### config.mk
export PLATFORM = sky130hd
export DESIGN_NAME = dic_top
export DESIGN_NICKNAME = d
export VERILOG_FILES = /design/src/rtl/dic_pkg.sv /design/src/rtl/dic_channel.sv /design/src/rtl/dic_top.sv
export SDC_FILE = /design/constraint.sdc
export NUM_CORES = 1
export LEC_CHECK = 0
export BUFFER_PORTS_ARGS = -buffer_cell sky130_fd_sc_hd__clkbuf_2
export CAP_MARGIN = 15
export CORE_MARGIN = 4
export CORE_UTILIZATION = 25
export CTS_BUF_LIST = sky130_fd_sc_hd__clkbuf_16
export DETAILED_ROUTE_END_ITERATION = 6
export PLACE_DENSITY_LB_ADDON = 0.15
export SYNTH_ARGS = -nofsm -noshare
export SYNTH_HDL_FRONTEND = slang
export SYNTH_SLANG_ARGS = --single-unit
### constraint.sdc
create_clock -name core_clk -period 6 [get_ports core_clk]
set_input_delay 0.9 -clock core_clk [delete_from_list [all_inputs] [get_ports core_clk]]
set_output_delay 0.9 -clock core_clk [all_outputs]
set_load 0.05 [all_outputs]
### src/rtl/dic_pkg.sv
// Constants and types shared by the digital input conditioner
package dic_pkg;

    // ------------------------------------------------------------
    // Sizes and timing
    // ------------------------------------------------------------
    localparam int NUM_CH         = 2;        // Conditioned inputs
    localparam int CLK_PERIOD_NS  = 100;      // Core clock period
    localparam int MS_PERIOD_NS   = 1000000;  // One delay step
    localparam int SCAN_PERIOD_MS = 5;        // Scan period in ms
    localparam int MS_CYCLES_DFLT = MS_PERIOD_NS / CLK_PERIOD_NS;
    localparam int SCAN_CYCLES_DFLT = SCAN_PERIOD_MS * MS_CYCLES_DFLT;
    localparam int CNT_W          = 16;       // Tick counter width
    localparam int DLY_W          = 21;       // Delay setting, ms
    localparam int QUAL_W         = 22;       // Delay plus AC margin
    localparam logic [DLY_W-1:0]  DLY_MAX_MS  = 21'h1b7740; // 1800 s
    localparam logic [QUAL_W-1:0] AC_EXTRA_MS = 22'h00001e; // 30 ms

    // ------------------------------------------------------------
    // Reset values of per-channel state and of the top-level tick counters
    // ------------------------------------------------------------
    localparam logic              STATE_RST = 1'h0;
    localparam logic [QUAL_W-1:0] QUAL_RST  = 22'h000000;
    localparam logic [CNT_W-1:0]  CNT_RST   = 16'h0000;

    // Per-channel configuration (NO = polarityNc low)
    typedef struct packed {
        logic             polarityNc;   // Invert energized level
        logic             acMode;       // Alternating supply release
        logic [DLY_W-1:0] actDelay;     // Activation delay, ms
        logic [DLY_W-1:0] dropDelay;    // Drop-off delay, ms
    } dic_cfg_t;

    // Per-channel state
    typedef struct packed {
        logic              sampled;     // Scan sample after polarity
        logic              reported;    // Qualified input state
        logic              consumer;    // Seen by internal consumers
        logic              routed;      // Routed output stage
        logic [QUAL_W-1:0] qualCnt;     // Elapsed ms of pending change
    } dic_chan_st_t;

    // Top-level state
    typedef struct packed {
        logic [NUM_CH-1:0] syncA;       // First synchroniser stage
        logic [NUM_CH-1:0] syncB;       // Second synchroniser stage
        logic [CNT_W-1:0]  scanCnt;     // Scan period counter
        logic [CNT_W-1:0]  msCnt;       // Millisecond counter
        logic              scanTick;    // One-cycle scan strobe
        logic              msTick;      // One-cycle ms strobe
    } dic_top_st_t;

endpackage : dic_pkg

### src/rtl/dic_channel.sv
// One input channel: polarity, qualification delays and stage latency
`timescale 1ns/1ps
module dic_channel (
    input  wire logic             core_clk,       // Core clock
    input  wire logic             sys_rst,        // Sync reset
    input  wire logic             rawIn,          // Synchronised input
    input  wire logic             scanTick,       // Scan strobe
    input  wire logic             msTick,         // Millisecond strobe
    input  wire dic_pkg::dic_cfg_t cfg,           // Channel settings
    output logic                  reportedState,  // Qualified state
    output logic                  consumerState,  // Consumer stage
    output logic                  routedState     // Output stage
);

    dic_pkg::dic_chan_st_t st_r;
    dic_pkg::dic_chan_st_t st_nxt;
    logic [dic_pkg::QUAL_W-1:0] target;
    logic                       qualified;

    // ------------------------------------------------------------
    // Next state
    // ------------------------------------------------------------
    always_comb begin
        st_nxt = st_r;
        // Delay that applies to the pending direction
        if (st_r.sampled) begin
            target = {1'b0, cfg.actDelay};
        end else if (cfg.acMode) begin
            target = {1'b0, cfg.dropDelay} + dic_pkg::AC_EXTRA_MS;
        end else begin
            target = {1'b0, cfg.dropDelay};
        end
        qualified = (st_r.sampled != st_r.reported)
                    && (st_r.qualCnt >= target);
        // Sample and pipeline stages on the scan strobe
        if (scanTick) begin
            st_nxt.sampled  = rawIn ^ cfg.polarityNc;
            st_nxt.consumer = st_r.reported;
            st_nxt.routed   = st_r.consumer;
        end
        // Qualification timer
        if (st_r.sampled == st_r.reported) begin
            st_nxt.qualCnt = dic_pkg::QUAL_RST;
        end else if (qualified) begin
            st_nxt.reported = st_r.sampled;
            st_nxt.qualCnt  = dic_pkg::QUAL_RST;
        end else if (msTick) begin
            st_nxt.qualCnt = st_r.qualCnt + 22'h000001;
        end
    end

    // State register
    always_ff @(posedge core_clk) begin
        if (sys_rst) begin
            st_r <= '{sampled:  dic_pkg::STATE_RST,
                      reported: dic_pkg::STATE_RST,
                      consumer: dic_pkg::STATE_RST,
                      routed:   dic_pkg::STATE_RST,
                      qualCnt:  dic_pkg::QUAL_RST};
        end else begin
            st_r <= st_nxt;
        end
    end

    assign reportedState = st_r.reported;
    assign consumerState = st_r.consumer;
    assign routedState   = st_r.routed;
endmodule : dic_channel

### src/rtl/dic_top.sv
// Digital input conditioner: scan timebase, synchronisers, channels
//
// Behaviour
// - Polarity per input; normally-open reports energized as 1, the default.
// - Rising reported change waits an activation delay in ms, default zero.
// - Falling reported change waits a separate drop-off delay, default zero.
// - AC mode adds 30 ms to the falling reported change, so zero crossings do not drop a normally-open input.
// - Inputs are sampled once each 5 ms scan period.
// - Internal consumers see the reported state at the following scan.
// - Routed output stage updates one further scan round later.
`timescale 1ns/1ps
module dic_top #(
    parameter int SCAN_CYCLES = dic_pkg::SCAN_CYCLES_DFLT, // 5 ms
    parameter int MS_CYCLES   = dic_pkg::MS_CYCLES_DFLT    // 1 ms
) (
    input  wire logic                        core_clk,      // 10 MHz
    input  wire logic                        sys_rst,       // Sync reset
    input  wire logic [dic_pkg::NUM_CH-1:0]  inputChannel,  // Energized
    input  wire dic_pkg::dic_cfg_t [dic_pkg::NUM_CH-1:0] chanCfg, // Set
    output logic [dic_pkg::NUM_CH-1:0]       inputState,    // Reported
    output logic [dic_pkg::NUM_CH-1:0]       consumerState, // Consumers
    output logic [dic_pkg::NUM_CH-1:0]       outputChannel, // Routed
    output logic                             scanStrobe     // Scan tick
);

    dic_pkg::dic_top_st_t st_r;
    dic_pkg::dic_top_st_t st_nxt;
    logic scanWrap;
    logic msWrap;

    // ------------------------------------------------------------
    // Timebase and synchronisers
    // ------------------------------------------------------------
    always_comb begin
        st_nxt       = st_r;
        scanWrap     = (st_r.scanCnt == dic_pkg::CNT_W'(SCAN_CYCLES - 1));
        msWrap       = (st_r.msCnt == dic_pkg::CNT_W'(MS_CYCLES - 1));
        st_nxt.syncA = inputChannel;
        st_nxt.syncB = st_r.syncA;
        // Scan period counter
        if (scanWrap) begin
            st_nxt.scanCnt = dic_pkg::CNT_RST;
        end else begin
            st_nxt.scanCnt = st_r.scanCnt + 16'h0001;
        end
        // Millisecond counter for delay steps
        if (msWrap) begin
            st_nxt.msCnt = dic_pkg::CNT_RST;
        end else begin
            st_nxt.msCnt = st_r.msCnt + 16'h0001;
        end
        st_nxt.scanTick = scanWrap;
        st_nxt.msTick   = msWrap;
    end

    // State register
    always_ff @(posedge core_clk) begin
        if (sys_rst) begin
            st_r <= '{syncA:    '0,
                      syncB:    '0,
                      scanCnt:  dic_pkg::CNT_RST,
                      msCnt:    dic_pkg::CNT_RST,
                      scanTick: 1'b0,
                      msTick:   1'b0};
        end else begin
            st_r <= st_nxt;
        end
    end

    assign scanStrobe = st_r.scanTick;

    // ------------------------------------------------------------
    // Channels
    // ------------------------------------------------------------
    for (genvar i = 0; i < dic_pkg::NUM_CH; i++) begin : g_chan
        dic_channel u_chan (
            .core_clk      (core_clk),
            .sys_rst       (sys_rst),
            .rawIn         (st_r.syncB[i]),
            .scanTick      (st_r.scanTick),
            .msTick        (st_r.msTick),
            .cfg           (chanCfg[i]),
            .reportedState (inputState[i]),
            .consumerState (consumerState[i]),
            .routedState   (outputChannel[i])
        );
    end
endmodule : dic_top

==> flow_summary.yaml <==
status:
  status: "finished clean"
sta:
  fin_tns_setup_ns: 0
  period_needed_ns: 3.90
  slew_viol_final: 0
  rsz0062_at_grt: "no"
  hold_slack_ns: 0.444
  slew_headroom_pct: 55.9
  max_freq_ghz: 0.256
  final_hold_viol_count: 0
  fin_crit_sh_pct: 65.0
  setup_violations: 0
  fin_skew_ns: 0.00548
  worstMarginPinSlew_ns: 0.657
cts:
  path_clk_slew_ns: 0.06
  cts_buffers: 9
  cts_resized: 0
  htree_levels: 3
  cts_hold_buf: 0
  postCtsSetupBuffers: 0
  tritoncts: "done"
  clock-root-buffer: "clkbuf_16"
  clockBufferDepth: 2
  cts_sinks: 90
  clkLatencyLatePin_ns: 0.34
final_layout:
  nFillCells: 2453
  fin_area_um2: 6810
  drive_gt1_share_pct: 15.6
  antenna-diode-count: 0
  area_delta_synth_final_pct: 18.0
  final-seq-area_um2: 1800
  multiInputGateArea_um2: 3770
  nets: 937
drt:
  vias_per_cell: 4.41
  first_pass_iters: 4
  finalWirelength_um: 13100
  drt_iter0_drc: 193
  routedWlPerCell_um: 12.0
  drc: 0
  ant_nets: 0
  vias: 4780
place:
  finalWeightedCongestion: 0.724
  place_area_um2: 6500
  io_buffers: 98
  place_hpwl_um: 10200
synthesis:
  synth_edf_count: 0
  ys_ff_latch: 90
  yosysWarnings: 0
  async_reset_ff_share_pct: 0
  yosysSeqAreaShare_pct: 31.2
  synth_cell_types: 49
  avgSynthCellArea_um2: 8.14
  synth_cells: 709
  synthFlopType: "dfxtp_1"
  postSynthNetCount: 851
  syn-cell-area_um2: 5770
floorplan:
  die_area_um2: 25600
  die_h_um: 160
  pin_count: 99
  die_w_um: 160
  fp-row-count: 55
  core_um2: 22700
  start_util_pct: 25.4
worst_setup_path:
  crit_arrival_ns: 4.18
  r2r_slack_ns: 2.88
  crit_type: "input port to flip-flop"
  cp.required_ns: 6.28
  cp-end-kind: "flip-flop"
  start_kind: "input port"
  crit_fanout: 22
pwr:
  total_power_mw: 1.32
  leakage_nw: 2.76
  vdd_ir_drop_max_uv: 139
  power_density_nw_per_um2: 194
flow_run:
  maxCapViolations: 0
grt:
  antenna_found_initial: 0
  first_global_vias: 4637
  grt_overflow: 0
  grt_pass1_wl_um: 22400
  grt_start_max_net_pins: 38
  track_usage_pct: 10.4
min_path:
  hold_path_class: "flip-flop to flip-flop"
-- sequential cells by signal, indices dropped and copies added, names as in the netlist --
signal                       cells
g_chan.u_chan.reportedState      2
st_r                            35
g_chan.u_chan.st_r              46
scanStrobe                       1
st_nxt                           2
g_chan.u_chan.routedState        2
g_chan.u_chan.consumerState      2
-- synth_stat cells, types with 2 or more instances --
library cell  count  area, um2
nand2b_1          3       18.8
mux2_2            2       22.5
nand4_1          27        169
or2_2             2       12.5
and2_1            3       18.8
nor2_1          132        495
buf_4             7       52.6
and4_1            4       35.0
nor3_1            8       40.0
dfxtp_1          90       1800
xor2_1           51        447
a21o_1            4       30.0
mux2i_1          19        190
and3_1           25        156
buf_6             2       22.5
or3_1             4       25.0
nand2_1          42        158
buf_1             2       7.51
inv_1            17       63.8
a21oi_1          48        240
nor4_1            5       31.3
nor2b_1           9       56.3
nand3_1          46        230
clkbuf_1         13       48.8
xnor2_1          57        499
or3b_2            2       17.5
ha_1             50        626
nor4b_1           2       17.5
o21ai_0           9       45.0
a211oi_1          5       37.5
-- placed cells by master, fill, tap and decap left out, types with 2 or more instances in the layout --
cell	count
nor3_1	8
buf_4	3
a21oi_1	48
xor2_1	51
nand2b_1	3
and4_1	4
nand2_1	42
or3_1	4
a21o_1	4
xnor2_1	57
nor2_1	132
or3b_2	2
bufinv_16	2
nor2b_1	9
nor4b_1	2
mux2_2	2
mux2i_1	19
clkinv_2	2
clkbuf_16	9
o21ai_0	9
inv_1	18
and3_1	25
nor4_1	5
a211oi_1	5
nand4_1	27
clkbuf_2	98
and2_1	3
ha_1	50
dfxtp_1	90
or2_2	2
nand3_1	46
-- where the power goes --
part	total [mW]	internal (mW)	switching [mW]
clock	0.594	0.360	0.234
combinational	0.118	0.0577	0.0608
sequential	0.606	0.602	0.00383
-- cell families after synthesis --
group | after synthesis | synth area share (%)
and+or+nand+nor | 322 | 26.9
adders and majority gates | 50 | 10.8
xor gates and xnor gates | 108 | 16.4
muxes | 21 | 3.68
DFF | 90 | 31.2
AOI/OAI and AO/OA | 75 | 7.48
buffers and inverters | 43 | 3.55
-- layout make-up --
type                       instances  area share (%)
clock buffer                       9            3.31
clock inverter                     7            1.25
inverter                          17           0.937
multi-input combinational        576            55.3
sequential                        90            26.5
tap                              285            5.24
timing repair buffer             101            7.53
-- critical path, cell delays in order --
cell,delay (ns)
clkbuf_2,0.11
inv_1,0.06
ha_1,0.16
or3b_2,0.48
nand3_1,0.24
nor2_1,0.14
nand3_1,0.12
xnor2_1,0.12
mux2i_1,0.10
ha_1,0.30
and3_1,0.18
a221oi_1,0.31
nand3_1,0.17
or4_4,0.60
nor2_1,0.17
-- layer usage --
layer  track usage [%]  part of all wire (%)  vias to the layer above  routed length [um]
met5                 0                     0                        -                   0
met4              1.99                  0.75                        0                  98
met3              2.74                   3.6                        6                 470
met2              16.3                    44                       70                5680
met1              14.5                    52                     2088                6810
li1                  -                     -                     2616                   -
-- path summary, 6_finish.rpt --
path                                           end  depth (start not counted)                                    from
max          g_chan[1].u_chan.st_r[8]$_SDFFE_PP0P_                         15                             chanCfg[45]
min                            st_r[34]$_SDFF_PP0_                          1                   st_nxt[34]$_SDFF_PP0_
max reg2reg  g_chan[1].u_chan.st_r[8]$_SDFFE_PP0P_                          9  g_chan[1].u_chan.st_r[25]$_SDFFE_PP0P_
min reg2reg                    st_r[34]$_SDFF_PP0_                          1                   st_nxt[34]$_SDFF_PP0_
-- per-stage QoR --
step / util [%] / cells / setup slack (ns)
2_1_floorplan: - / 709 / 2.26
3_3_place_gp: 28.6 / 1069 / 1.81
3_5_place_dp: 28.6 / 1069 / 1.73
4_1_cts: 30.0 / 1085 / 2.07
5_1_grt: 30.0 / 1085 / 1.87
6_report: 30.0 / 1085 / 2.10
Power figures use the tool's default switching activity.
